--- src/smpsc_defs.vh ---
// Constants of the switch MII port: register map, field positions, timing.
// Assumes a 100 MHz system clock and an AHB-Lite bus with 32-bit data.
`ifndef SMPSC_DEFS_VH
`define SMPSC_DEFS_VH

// ****************************************************************
// Register byte offsets
// ****************************************************************
`define SMPSC_A_CTRL      8'h00
`define SMPSC_A_STATUS    8'h04
`define SMPSC_A_TXDATA    8'h08
`define SMPSC_A_FRAME     8'h0C
`define SMPSC_A_GOOD      8'h10
`define SMPSC_A_DROP      8'h14
`define SMPSC_A_ERR       8'h18
`define SMPSC_A_COLL      8'h1C

// ****************************************************************
// Field positions
// ****************************************************************
`define SMPSC_CTRL_MAC    0
`define SMPSC_CTRL_TXEN   1
`define SMPSC_TXD_LAST    8
`define SMPSC_ST_FBO      4
`define SMPSC_ST_FULL     5
`define SMPSC_ST_BUSY     6
`define SMPSC_ST_DONE     7
`define SMPSC_FR_TAG      16
`define SMPSC_FR_DROP     17
`define SMPSC_FR_ERR      18
`define SMPSC_CTRL_RST    2'h0

// ****************************************************************
// Frame size limits in bytes
// ****************************************************************
`define SMPSC_MAX_LONG    16'h0600
`define SMPSC_MAX_TAGGED  16'h05F2
`define SMPSC_MAX_UNTAG   16'h05EE
`define SMPSC_TPID_HI     8'h81
`define SMPSC_TPID_LO     8'h00
`define SMPSC_TPID_POS_HI 16'h000C
`define SMPSC_TPID_POS_LO 16'h000D

// ****************************************************************
// Timing
// ****************************************************************
`define SMPSC_SYS_HZ      100000000
`define SMPSC_NIB100_HZ   25000000
`define SMPSC_NIB10_HZ    2500000
`define SMPSC_HALF100     (`SMPSC_SYS_HZ / (2 * `SMPSC_NIB100_HZ))
`define SMPSC_HALF10      (`SMPSC_SYS_HZ / (2 * `SMPSC_NIB10_HZ))
`define SMPSC_SLOT_STD    11'h080
`define SMPSC_SLOT_FAST   11'h020
`define SMPSC_STRAP_WAIT  2'h3

`endif

--- src/smpsc_defs_unused_guard_note.v ---
`default_nettype none
`default_nettype wire

--- src/smpsc_port.v ---
// Switch MII port: nibble link, strap capture and AHB-Lite register file.
// Assumes one 100 MHz clock; link clocks are sampled pins, two-way pins are
// split into input, output and output enable.
//
// Summary of operation
// - While rst_n is low every flip-flop except the egress buffer storage is held at its reset value.
// - The core runs from one reference clock and derives nibble clocks by division in PHY mode; MAC mode samples the clock pins.
// - A high fast back-off input shortens the collision back-off slot.
// - The transmit clock pin is driven in PHY mode and taken as input in MAC mode.
// - The receive clock pin is driven in PHY mode and taken as input in MAC mode.
// - Outgoing frames leave as nibbles on the receive data pins with valid high.
// - Collision and carrier sense are driven for a half-duplex partner.
// - The bit 3 strap is captured and shown in status but does not enable flow control.
// - The bit 2 strap selects half duplex when pulled up, full when down.
// - The bit 1 strap selects 10 Mbps when pulled up, 100 Mbps when down.
// - With the bit 0 strap down, frames up to 1536 bytes pass and longer drop.
// - With the bit 0 strap up, limits are 1522 bytes tagged and 1518 untagged.
// - Strap pins are inputs during reset and become outputs after the capture.
//
// Design decisions made here: the AHB-Lite interface to the registers and the register offsets.
`include "smpsc_defs.vh"
`default_nettype none

module smpsc_port #(
  parameter BO_SLOT_FAST = `SMPSC_SLOT_FAST
) (
  input  wire        sys_clk,
  input  wire        rst_n,
  input  wire        hsel,
  input  wire [31:0] haddr,
  input  wire [1:0]  htrans,
  input  wire        hwrite,
  input  wire [2:0]  hsize,
  input  wire [31:0] hwdata,
  input  wire        hready,
  output wire        hreadyout,
  output reg  [31:0] hrdata,
  output wire        hresp,
  input  wire        fast_backoff_sel,
  input  wire        port_tx_clock_i,
  output wire        port_tx_clock_o,
  output wire        port_tx_clock_oe,
  input  wire        port_rx_clock_i,
  output wire        port_rx_clock_o,
  output wire        port_rx_clock_oe,
  input  wire        port_tx_enable,
  input  wire        port_tx_error,
  input  wire [3:0]  port_tx_nibble,
  input  wire [3:0]  port_rx_nibble_i,
  output reg  [3:0]  port_rx_nibble_o,
  output wire        port_rx_nibble_oe,
  output reg         port_rx_valid,
  output reg         port_collision,
  output wire        port_collision_oe,
  output reg         port_carrier_sense,
  output wire        port_carrier_sense_oe
);

  localparam S_IDLE = 2'h0;
  localparam S_HI   = 2'h1;
  localparam S_SKIP = 2'h2;
  localparam S_WAIT = 2'h3;

  // Saturating 16-bit increment
  function [15:0] inc16;
    input [15:0] v;
    begin
      inc16 = (v == 16'hFFFF) ? v : v + 16'h0001;
    end
  endfunction

  // ****************************************************************
  // Strap capture and pin direction
  // ****************************************************************
  reg [3:0] strap_s1, strap_s2, straps;
  reg [1:0] strap_cnt;
  reg       strap_done;
  wire      flowctl_en = straps[3];
  wire      half_dpx   = straps[2];
  wire      speed10    = straps[1];
  wire      size_strict = straps[0];
  reg [1:0] ctrl;
  wire      mac_mode   = ctrl[`SMPSC_CTRL_MAC];

  // Sample the pulled pins while the outputs are still off
  always @(posedge sys_clk or negedge rst_n) begin
    if (!rst_n) begin
      strap_s1   <= 4'h0;
      strap_s2   <= 4'h0;
      straps     <= 4'h0;
      strap_cnt  <= 2'h0;
      strap_done <= 1'b0;
    end else begin
      strap_s1 <= port_rx_nibble_i;
      strap_s2 <= strap_s1;
      if (!strap_done) begin
        if (strap_cnt == `SMPSC_STRAP_WAIT) begin
          straps     <= strap_s2;
          strap_done <= 1'b1;
        end else begin
          strap_cnt <= strap_cnt + 2'h1;
        end
      end
    end
  end

  // Dual-purpose pins drive only after the straps are held
  assign port_rx_nibble_oe     = strap_done;
  assign port_collision_oe     = strap_done;
  assign port_carrier_sense_oe = strap_done;
  assign port_tx_clock_oe      = strap_done & ~mac_mode;
  assign port_rx_clock_oe      = strap_done & ~mac_mode;

  // ****************************************************************
  // Nibble clock divider for PHY mode
  // ****************************************************************
  reg [4:0] div_cnt;
  reg       div_clk;
  wire [31:0] div_half_w = speed10 ? `SMPSC_HALF10 : `SMPSC_HALF100;
  wire [4:0]  div_half   = div_half_w[4:0];

  // Derive the nibble clock from the reference clock
  always @(posedge sys_clk or negedge rst_n) begin
    if (!rst_n) begin
      div_cnt <= 5'h00;
      div_clk <= 1'b0;
    end else if (div_cnt >= div_half - 5'h01) begin
      div_cnt <= 5'h00;
      div_clk <= ~div_clk;
    end else begin
      div_cnt <= div_cnt + 5'h01;
    end
  end

  assign port_tx_clock_o = div_clk;
  assign port_rx_clock_o = div_clk;

  // ****************************************************************
  // Synchronisers and clock edge detection
  // ****************************************************************
  reg [7:0] sy1, sy2;
  reg       txc_d, rxc_d;
  wire      txc_lvl = mac_mode ? port_tx_clock_i : div_clk;
  wire      rxc_lvl = mac_mode ? port_rx_clock_i : div_clk;
  wire      tx_edge = sy2[0] & ~txc_d;
  wire      rx_edge = sy2[1] & ~rxc_d;
  wire      en_s    = sy2[2];
  wire      er_s    = sy2[3];
  wire [3:0] nib_s  = sy2[7:4];
  reg       fbo_s1, fbo_s2;

  // Clocks and data share one delay so they stay aligned
  always @(posedge sys_clk or negedge rst_n) begin
    if (!rst_n) begin
      sy1    <= 8'h00;
      sy2    <= 8'h00;
      txc_d  <= 1'b0;
      rxc_d  <= 1'b0;
      fbo_s1 <= 1'b0;
      fbo_s2 <= 1'b0;
    end else begin
      sy1    <= {port_tx_nibble, port_tx_error, port_tx_enable, rxc_lvl, txc_lvl};
      sy2    <= sy1;
      txc_d  <= sy2[0];
      rxc_d  <= sy2[1];
      fbo_s1 <= fast_backoff_sel;
      fbo_s2 <= fbo_s1;
    end
  end

  // ****************************************************************
  // Ingress: partner nibbles into bytes, size check, statistics
  // ****************************************************************
  reg        en_d, nib_hi, frm_err, frm_tag;
  reg [3:0]  lo_nib;
  reg [15:0] frm_len, last_len, good_cnt, drop_cnt, err_cnt;
  reg        last_tag, last_drop, last_err;
  wire [7:0] cur_byte = {nib_s, lo_nib};
  wire [15:0] size_max = !size_strict ? `SMPSC_MAX_LONG :
                         (frm_tag ? `SMPSC_MAX_TAGGED : `SMPSC_MAX_UNTAG);

  // Sample on each rising transmit clock edge
  always @(posedge sys_clk or negedge rst_n) begin
    if (!rst_n) begin
      en_d <= 1'b0;
      nib_hi <= 1'b0;
      frm_err <= 1'b0;
      frm_tag <= 1'b0;
      lo_nib <= 4'h0;
      frm_len <= 16'h0000;
      last_len <= 16'h0000;
      last_tag <= 1'b0;
      last_drop <= 1'b0;
      last_err <= 1'b0;
      good_cnt <= 16'h0000;
      drop_cnt <= 16'h0000;
      err_cnt <= 16'h0000;
    end else if (tx_edge) begin
      en_d <= en_s;
      if (en_s) begin
        if (er_s)
          frm_err <= 1'b1;
        nib_hi <= ~nib_hi;
        if (!nib_hi) begin
          lo_nib <= nib_s;
        end else begin
          frm_len <= inc16(frm_len);
          if (frm_len == `SMPSC_TPID_POS_HI)
            frm_tag <= (cur_byte == `SMPSC_TPID_HI);
          else if (frm_len == `SMPSC_TPID_POS_LO)
            frm_tag <= frm_tag & (cur_byte == `SMPSC_TPID_LO);
        end
      end else if (en_d) begin
        // Frame end: classify and reset the assembler
        last_len  <= frm_len;
        last_tag  <= frm_tag;
        last_err  <= frm_err;
        last_drop <= frm_len > size_max;
        if (frm_err)
          err_cnt <= inc16(err_cnt);
        else if (frm_len > size_max)
          drop_cnt <= inc16(drop_cnt);
        else
          good_cnt <= inc16(good_cnt);
        frm_len <= 16'h0000;
        frm_err <= 1'b0;
        frm_tag <= 1'b0;
        nib_hi  <= 1'b0;
      end
    end
  end

  // ****************************************************************
  // Two-entry egress buffer (software to link)
  // ****************************************************************
  reg [8:0] buf_mem [0:1];
  reg       wp, rp;
  reg [1:0] buf_cnt;
  wire      buf_full  = (buf_cnt == 2'h2);
  wire      buf_valid = (buf_cnt != 2'h0);
  wire [8:0] buf_head = buf_mem[rp];
  wire      buf_push;
  wire      buf_pop;

  // Pointers and occupancy; push and pop may coincide
  always @(posedge sys_clk or negedge rst_n) begin
    if (!rst_n) begin
      wp <= 1'b0;
      rp <= 1'b0;
      buf_cnt <= 2'h0;
    end else begin
      if (buf_push)
        wp <= ~wp;
      if (buf_pop)
        rp <= ~rp;
      if (buf_push & ~buf_pop)
        buf_cnt <= buf_cnt + 2'h1;
      else if (buf_pop & ~buf_push)
        buf_cnt <= buf_cnt - 2'h1;
    end
  end

  // Storage needs no reset
  always @(posedge sys_clk) begin
    if (buf_push)
      buf_mem[wp] <= hwdata[8:0];
  end

  // ****************************************************************
  // Egress serializer onto the receive data pins
  // ****************************************************************
  reg [1:0]  st;
  reg [3:0]  hi_nib;
  reg        hi_last;
  reg [10:0] bo_cnt;
  reg [7:0]  lfsr;
  reg [15:0] coll_cnt;
  wire       col_now = half_dpx & en_s & port_rx_valid;
  wire [10:0] bo_slot = fbo_s2 ? BO_SLOT_FAST[10:0] : `SMPSC_SLOT_STD;
  wire       can_pop = rx_edge & buf_valid;
  // Each byte leaves the buffer once: first byte, mid-frame byte or flushed byte
  wire       mid_pop = can_pop & (st == S_WAIT) & (bo_cnt == 11'h000);
  assign buf_pop = mid_pop | (can_pop & (st == S_SKIP |
                   ((st == S_IDLE) & ctrl[`SMPSC_CTRL_TXEN])));

  // Update outputs on each rising receive clock edge
  always @(posedge sys_clk or negedge rst_n) begin
    if (!rst_n) begin
      st <= S_IDLE;
      hi_nib <= 4'h0;
      hi_last <= 1'b0;
      bo_cnt <= 11'h000;
      lfsr <= 8'h01;
      coll_cnt <= 16'h0000;
      port_rx_nibble_o <= 4'h0;
      port_rx_valid <= 1'b0;
      port_collision <= 1'b0;
      port_carrier_sense <= 1'b0;
    end else begin
      lfsr <= {lfsr[6:0], lfsr[7] ^ lfsr[5] ^ lfsr[4] ^ lfsr[3]};
      if (rx_edge) begin
        port_collision     <= col_now;
        port_carrier_sense <= half_dpx & (en_s | port_rx_valid);
        case (st)
          S_IDLE: begin
            if (buf_pop) begin
              port_rx_nibble_o <= buf_head[3:0];
              port_rx_valid    <= 1'b1;
              hi_nib  <= buf_head[7:4];
              hi_last <= buf_head[`SMPSC_TXD_LAST];
              st      <= S_HI;
            end else begin
              port_rx_valid <= 1'b0;
            end
          end
          S_HI: begin
            if (col_now) begin
              // Abort the frame and flush the rest of it
              port_rx_valid <= 1'b0;
              coll_cnt <= inc16(coll_cnt);
              bo_cnt   <= bo_slot << lfsr[1:0];
              st       <= hi_last ? S_WAIT : S_SKIP;
            end else begin
              port_rx_nibble_o <= hi_nib;
              st <= hi_last ? S_IDLE : S_WAIT;
              bo_cnt <= 11'h000;
            end
          end
          S_SKIP: begin
            port_rx_valid <= 1'b0;
            if (buf_pop & buf_head[`SMPSC_TXD_LAST])
              st <= S_WAIT;
          end
          S_WAIT: begin
            // Mid-frame: take next byte, else flush the frame; after collision: back off
            if (bo_cnt != 11'h000) begin
              bo_cnt <= bo_cnt - 11'h001;
              port_rx_valid <= 1'b0;
              if (bo_cnt == 11'h001)
                st <= S_IDLE;
            end else if (can_pop) begin
              port_rx_nibble_o <= buf_head[3:0];
              hi_nib  <= buf_head[7:4];
              hi_last <= buf_head[`SMPSC_TXD_LAST];
              st      <= S_HI;
            end else begin
              port_rx_valid <= 1'b0;
              st <= S_SKIP;
            end
          end
          default: st <= S_IDLE;
        endcase
      end
    end
  end
  // ****************************************************************
  // AHB-Lite slave
  // ****************************************************************
  reg        dp_wr;
  reg [7:0]  dp_addr;
  wire       take = hsel & hready & htrans[1];
  wire       tx_stall = dp_wr & (dp_addr == `SMPSC_A_TXDATA) & buf_full;
  wire       wr_go = dp_wr & ~tx_stall;
  assign hreadyout = ~tx_stall;
  assign hresp     = 1'b0;
  assign buf_push  = wr_go & (dp_addr == `SMPSC_A_TXDATA);

  // Address phase capture, control writes and registered read data
  always @(posedge sys_clk or negedge rst_n) begin
    if (!rst_n) begin
      dp_wr <= 1'b0;
      dp_addr <= 8'h00;
      ctrl <= `SMPSC_CTRL_RST;
      hrdata <= 32'h00000000;
    end else begin
      if (wr_go & (dp_addr == `SMPSC_A_CTRL))
        ctrl <= hwdata[1:0];
      if (hreadyout) begin
        dp_wr   <= take & hwrite;
        dp_addr <= haddr[7:0];
      end
      if (take & ~hwrite) begin
        case (haddr[7:0])
          `SMPSC_A_CTRL:   hrdata <= {30'h0, ctrl};
          `SMPSC_A_STATUS: hrdata <= {24'h0, strap_done, st != S_IDLE,
                                      buf_full, fbo_s2, straps};
          `SMPSC_A_FRAME:  hrdata <= {13'h0, last_err, last_drop, last_tag, last_len};
          `SMPSC_A_GOOD:   hrdata <= {16'h0, good_cnt};
          `SMPSC_A_DROP:   hrdata <= {16'h0, drop_cnt};
          `SMPSC_A_ERR:    hrdata <= {16'h0, err_cnt};
          `SMPSC_A_COLL:   hrdata <= {16'h0, coll_cnt};
          default:         hrdata <= 32'h00000000;
        endcase
      end
    end
  end

  // Flow control strap is observed only in status; transfer size is not used at all
  wire unused_ok = flowctl_en & hsize[0];

endmodule

`default_nettype wire

--- config.mk ---
export PLATFORM = sky130hd
export DESIGN_NAME = smpsc_port
export DESIGN_NICKNAME = d
export VERILOG_FILES = /design/src/smpsc_defs_unused_guard_note.v /design/src/smpsc_port.v
export VERILOG_INCLUDE_DIRS = /design/src
export SDC_FILE = /design/constraint.sdc
export NUM_CORES = 1
export LEC_CHECK = 0
export BUFFER_PORTS_ARGS = -buffer_cell sky130_fd_sc_hd__buf_2
export CAP_MARGIN = 20
export CORE_MARGIN = 2
export CORE_UTILIZATION = 41
export DETAILED_ROUTE_END_ITERATION = 6
export GPL_TIMING_DRIVEN = 0
export PLACE_DENSITY = 0.63
export SLEW_MARGIN = 15
export SYNTH_ARGS = -nofsm -noshare
export SYNTH_HDL_FRONTEND = slang
export SYNTH_SLANG_ARGS = --single-unit
--- constraint.sdc ---
create_clock -name sys_clk -period 2.6 [get_ports sys_clk]
set_input_delay 0.13 -clock sys_clk [delete_from_list [all_inputs] [get_ports sys_clk]]
set_output_delay 0.13 -clock sys_clk [all_outputs]
set_load 0.01 [all_outputs]
==> impl_metrics.csv, run 1 <==
group,metric,value,unit
timing,fin_crit,2.414,ns
die,die_area,27810,um^2
global_routing,antenna_found_initial,0,
synth,yosys_warnings,0,
route,wl_per_cell,16.20,um
critical_path,critPathKind,"register to primary output",
synth,synth_cell_types,75,
critical_path,path_max_fanout,10,
final_layout,n_antenna_cell,0,
synth,async_flop_share,0.9227,
die,coreArea,26060,um^2
final_layout,fin_nets,1268,
final_layout,n_fill_cell,2362,
timing,hold_slack,0.1096,ns
run_status,status,"finished, violations left",
timing,setup_ws,0.1857,ns
clock_network,insertion_delay,0.54,ns
placement,pre_cts_ws,-0.1281,ns
timing,finalHoldViolCount,0,
critical_path,rr_worst_depth,9,
critical_path,rrSetupSlack,0.20,ns
route,vias,7849,
power_and_ir_drop,ir_drop,0.5412,mV
route,dr.pass1.iters,7,
clock_network,cts_max_level,1,
critical_path,crit_path_end_kind,"primary output",
synth,synth_area,10860,um^2
synth,avgSynthCellArea,10.72,um^2
synth,synth_area_leaders,"dfrtp_1 49%, nand2_1 5.0%, edfxtp_1 5.0%",
placement,gp_routability_congestion,0.8570,
clock_network,clkSlewWorstSetupHoldPaths,0.06,ns
final_layout,final_cell_mix,"213 x dfrtp_1, 145 x nand2_1, 75 x buf_2, 68 x o21ai_0, 65 x nor2_1",
final_layout,register_area,5923,um^2
die,start_util,0.4168,
die,die_w,166.8,um
global_routing,grt_max_degree,78,
placement,dp_hpwl,17490,um
run_status,failed_checks,"design-rule violations",
critical_path,r2r-end,"good_cnt[1]$_DFFE_PN0P_",
synth,yosys_register_bits,233,
final_layout,fin_area,13070,um^2
synth,yosysTopAreaCell,"dfrtp_1",
die,rows,59,
timing,worstMarginPinSlew,0.7389,ns
die,io_pins,135,
synth,seq_area_frac_synth,0.5452,
placement,dpl.cell_count,1431,
timing,fin_skew,0.01176,ns
route,viasPerCell,5.191,
critical_path,crit_path_start_kind,"register",
clock_network,cts-buffers-inserted,27,
critical_path,cp_data_required_time,2.47,ns
global_routing,grt_pass1_wl,40970,um
synth,synth_top_area_frac,0.4930,
clock_network,cts_tree,"done",
critical_path,crit_slowest_cell,"or4_1",
timing,fin_crit_sh,0.9286,
route,route.detailed.drc,2,
timing,relSlewSlack,0.5074,
route,postRouteAntennaNets,0,
critical_path,arrival,2.28,ns
route,drt_iter0_markers,657,
die,die_h,166.8,um
final_layout,final_common_cell,"dfrtp_1",
synth,synth_edf_count,18,
timing,fmax,414.2,MHz
hold_path,hold_class,"input port to asynchronous set/reset pin",
synth,synth_flop_cell,"dfrtp_1",
timing,setup_viol,0,
clock_network,cts_max_path_buffers,3,
clock_network,clock-sinks,233,
power_and_ir_drop,static-leakage-power,0.005896,uW
placement,portBuffers,68,
clock_network,cts-root-buf,"clkbuf_16",
critical_path,crit_chain,"or4_1, nor3_4, nand2_1, nor2_4, inv_1, buf_2",
job,maxCapViolCount,0,
final_layout,instances_no_fill,1512,
final_layout,syn2layout_area_growth,20.33,%
final_layout,layout-drive-gt1-share,0.1674,
power_and_ir_drop,power_density,699.4,nW/um^2
final_layout,post-route-util,0.5016,
route,drt_wl_total,24490,um
global_routing,grt_pass1_vias,7847,
global_routing,grtUsageTotal,0.1799,
timing,drv_slew,0,
clock_network,post_cts_buffers,0,
final_layout,multi_input_area,4662,um^2
critical_path,slowest_delay,0.56,ns
global_routing,grt-ovfl-total,0,
placement,place_area,11740,um^2
synth,syn_inst,1013,
critical_path,r2r_start,"frm_tag$_DFFE_PN0P_",
routing by layer:
| metal | part of all wire | wire (um) | GRT usage |
|---|---|---|---|
| met5 | 0 | 0 | 0 |
| met4 | 0.029 | 717 | 0.05472 |
| met3 | 0.047 | 1163 | 0.02258 |
| met2 | 0.46 | 11250 | 0.2884 |
| met1 | 0.46 | 11360 | 0.2571 |
metrics by stage:
stage,power [uW],setup TNS (ns)
6_report,9141,0
5_1_grt,9538,-0.01236
4_1_cts,9239,0
3_5_place_dp,5152,-1.150
3_3_place_gp,5109,-499.11
2_1_floorplan,4782,0
area by class of cell:
cell class,count,area share
flip-flops and latches,233,0.4532
inverters,17,0.004882
clock inverters,8,0.009382
repair buffers,101,0.05476
multi-input cells,721,0.3567
well taps,335,0.03207
clock buffers,42,0.06519
plain buffers,55,0.02384
logic make-up (layout without fill, tap and decap cells):
logic type | Yosys count | after routing | synth area share
and+or+nand+nor | 391 | 391 | 0.1821
DFF | 233 | 233 | 0.5452
AOI/OAI and AO/OA | 166 | 166 | 0.1008
xor gates and xnor gates | 84 | 84 | 0.06773
buffers and inverters | 72 | 223 | 0.03456
muxes | 41 | 41 | 0.04043
adders and majority gates | 25 | 25 | 0.02880
other | 1 | 14 | 0.0003453
how the worst max path moves through the flow:
stage | depth (start not counted) | slack (ns) | startpoint | to
after CTS | 8 | 0.02 | bo_cnt[2]$_DFFE_PN0P_ | buf_cnt[1]$_DFFE_PN0P_
final | 6 | 0.19 | dp_addr[0]$_DFFE_PN0N_ | hreadyout
after detailed placement | 4 | -0.13 | dp_addr[1]$_DFFE_PN0N_ | buf_mem[0][3]$_DFFE_PP_
after floorplan | 8 | 0.34 | straps[0]$_DFFE_PN0P_ | good_cnt[1]$_DFFE_PN0P_
after global placement | 1 | -2.34 | rst_n | frm_len[11]$_DFFE_PN0P_
after global routing | 6 | -0.01 | dp_addr[0]$_DFFE_PN0N_ | hreadyout
state kept, by name (all words and copies together), names as in the netlist, 11 cells and up:
signal,count
buf_mem,18
drop_cnt,16
coll_cnt,16
good_cnt,16
bo_cnt,11
hrdata,19
frm_len,16
last_len,16
err_cnt,16
timing repair:
item | in CTS | in global routing
hold buffers | 31 | 0
hold endpoints to repair | 104 | 0
pin swaps | 0 | 2
cloned | 0 | 0
gates resized for setup | 4 | 7
setup endpoints to repair | 10 | 27
critical path, delay by kind of cell (launching register included):
family	cells	cell delay, ns
buffers and inverters	2	0.20
DFF	1	0.36
and+or+nand+nor	4	1.18
power breakdown:
part	leakage [uW]	internal [uW]	switching (uW)	total [uW]
combinational	0.00239	417	539	956
clock	0.000486	2540	1480	4020
sequential	0.00302	3930	233	4160
synth_stat cells, types with 3 or more instances:
master	count
a211oi_1	3
xnor2_1	61
dfrtp_1	214
a31oi_1	4
and3_1	16
nor2_1	66
o21ai_1	3
nand3_1	37
nand4b_1	3
a21oi_1	29
inv_1	17
nand4_1	22
nor3_1	17
a222oi_1	14
a22oi_1	8
buf_2	8
mux2_2	19
clkbuf_1	22
o21ai_0	68
mux2i_1	21
xor2_1	23
edfxtp_1	18
ha_1	25
a41o_1	3
or2_2	3
a21o_1	9
and4_1	9
nor2b_1	18
buf_4	21
nand2b_1	9
nand2_1	145
a22o_1	4
and2_1	11
or3_1	3
nor4_1	7
Power figures use the tool's default switching activity.
==> run 2, diff against run 1 <==
--- a/config.mk
+++ b/config.mk
@@ -9,10 +9,11 @@
 export BUFFER_PORTS_ARGS = -buffer_cell sky130_fd_sc_hd__buf_2
 export CAP_MARGIN = 20
 export CORE_MARGIN = 2
-export CORE_UTILIZATION = 41
+export CORE_UTILIZATION = 55
 export DETAILED_ROUTE_END_ITERATION = 6
 export GPL_TIMING_DRIVEN = 0
-export PLACE_DENSITY = 0.63
+export PLACE_DENSITY = 0.79
+export SKIP_CTS_REPAIR_TIMING = 1
 export SLEW_MARGIN = 15
 export SYNTH_ARGS = -nofsm -noshare
 export SYNTH_HDL_FRONTEND = slang
==> impl_metrics.csv, run 2 (synthesis gave the netlist of run 1 again) <==
group,metric,value,unit
critical_path,critPathKind,"register to primary output",
placement,dp_hpwl,16880,um
final_layout,layout-drive-gt1-share,0.1618,
timing,fin_crit,2.448,ns
timing,setup_viol,0,
die,die_area,20890,um^2
global_routing,grt_max_degree,106,
final_layout,final_common_cell,"dfrtp_1",
route,route.detailed.drc,0,
global_routing,grt-ovfl-total,0,
route,wl_per_cell,16.92,um
timing,worstMarginPinSlew,0.7580,ns
clock_network,clkSlewWorstSetupHoldPaths,0.06,ns
critical_path,slowest_delay,0.56,ns
power_and_ir_drop,power_density,674.2,nW/um^2
clock_network,cts_tree,"done",
critical_path,crit_buf_inv,2,
placement,gp_routability_congestion,0.9186,
timing,grt_setup_unrepaired,"no",
clock_network,cts_max_level,1,
route,wl_met3,1696,um
die,die_h,144.5,um
critical_path,critPathTopFamily,"simple AND/OR/NAND/NOR gates",
route,drt_iter0_markers,811,
clock_network,clock-sinks,233,
final_layout,reg.largest.list,"hrdata x19, buf_mem x18",
final_layout,n_fill_cell,1494,
placement,portBuffers,68,
route,postRouteAntennaNets,0,
placement,place_area,11650,um^2
job,maxCapViolCount,0,
power_and_ir_drop,static-leakage-power,0.005834,uW
timing,fmax,408.5,MHz
final_layout,fin_area,12850,um^2
route,top_layer,"met4",
route,met1_length,10700,um
final_layout,syn2layout_area_growth,18.35,%
clock_network,cts-root-buf,"clkbuf_16",
critical_path,cp.depth,6,
clock_network,cts_max_path_buffers,3,
final_layout,largest_register_ffs,19,
route,wl_met2,11450,um
route,drt_wl_total,24370,um
critical_path,crit_path_end_kind,"primary output",
final_layout,post-route-util,0.6627,
final_layout,fin_nets,1268,
die,rows,51,
critical_path,cp_data_required_time,2.47,ns
critical_path,rr_worst_depth,8,
global_routing,grt_pass1_vias,7553,
route,viasPerCell,5.618,
critical_path,arrival,2.32,ns
die,io_pins,135,
critical_path,crit_chain,"or4_1, nor3_4, nand2_1, nor2_4, inv_1, buf_2",
route,vias,8090,
run_status,status,"finished, final reports clean",
power_and_ir_drop,ir_drop,0.5348,mV
timing,finalHoldViolCount,0,
die,start_util,0.5599,
die,coreArea,19400,um^2
final_layout,final_cell_mix,"214 x dfrtp_1, 145 x nand2_1, 75 x buf_2, 68 x o21ai_0, 65 x nor2_1",
hold_path,hold_class,"input port to asynchronous set/reset pin",
die,die_w,144.5,um
global_routing,grt_pass1_wl,38680,um
timing,relSlewSlack,0.4946,
route,dr.pass1.iters,6,
final_layout,regMostFlops,"hrdata",
global_routing,grtUsageTotal,0.2343,
critical_path,crit_slowest_cell,"or4_1",
critical_path,path_max_fanout,10,
clock_network,cts-buffers-inserted,25,
clock_network,insertion_delay,0.52,ns
timing,fin_skew,0.01336,ns
global_routing,antenna_found_initial,1,
critical_path,crit_path_start_kind,"register",
timing,fin_crit_sh,0.9415,
timing,drv_slew,0,
[run 2: power breakdown]
part           total, uW  internal [uW]  switching, uW
registers           4170           3930            241
clock network       3530           2140           1390
logic                969            417            552
[run 2: final timing paths]
kind / from / endpoint / slack [ns]
setup / recovery: dp_addr[0]$_DFFE_PN0N_ / hreadyout / 0.15
hold / removal: rst_n / port_rx_nibble_o[2]$_DFFE_PN0P_ / 0.05
setup reg to reg: bo_cnt[6]$_DFFE_PN0P_ / buf_cnt[1]$_DFFE_PN0P_ / 0.18
hold reg to reg: strap_s1[1]$_DFF_PN0_ / strap_s2[1]$_DFF_PN0_ / 0.34
max in group asynchronous: rst_n / sy1[5]$_DFF_PN0_ / 1.80
min in group sys_clk: haddr[4] / dp_addr[4]$_DFFE_PN0N_ / 0.05
[run 2: stage by stage]
| stage | setup slack [ns] | TNS, ns | std cells | power (uW) | hold WS (ns) |
|---|---|---|---|---|---|
| 6_report | 0.1521 | 0 | 1440 | 8667 | 0.04552 |
| 5_1_grt | 0.01482 | 0 | 1439 | 9051 | 0.06218 |
| 4_1_cts | -0.3606 | -2.247 | 1406 | 8695 | -0.5675 |
| 3_5_place_dp | -0.1362 | -1.224 | 1361 | 5149 | -0.01348 |
| 3_3_place_gp | -2.190 | -465.83 | 1359 | 5087 | 0.2376 |
| 2_1_floorplan | 0.3370 | 0 | 1026 | 4782 | -0.1656 |
[run 2: worst reg2reg max path: stages, from the launching register on]
cell and delay, ns:
dfrtp_1 0.47, nor4_4 0.44, nand4_1 0.29, a21boi_0 0.26, o21ai_0 0.20, ha_1 0.26, xor2_1 0.14, nor2_1 0.12
xor2_1 0.16
[run 2: metal layers]
metal  track usage  vias to the layer above
met3       0.04404                       34
li1              -                     3834
met1        0.3308                     3973
met4       0.05979                        0
met2        0.3772                      249
met5             0                        -
[run 2: area by class of cell]
type / count / area (um^2) / share of cell area
Timing Repair Buffer: 103 / 728.2 / 0.05665
Clock buffer: 39 / 770.7 / 0.05996
Clock inverter: 6 / 62.56 / 0.004867
Multi-Input combinational cell: 721 / 4662 / 0.3627
Tap cell: 265 / 331.6 / 0.02579
Buffer: 55 / 311.5 / 0.02424
Inverter: 17 / 63.81 / 0.004964
Sequential cell: 233 / 5922 / 0.4607
Antenna cell: 1 / 2.502 / 0.0001947
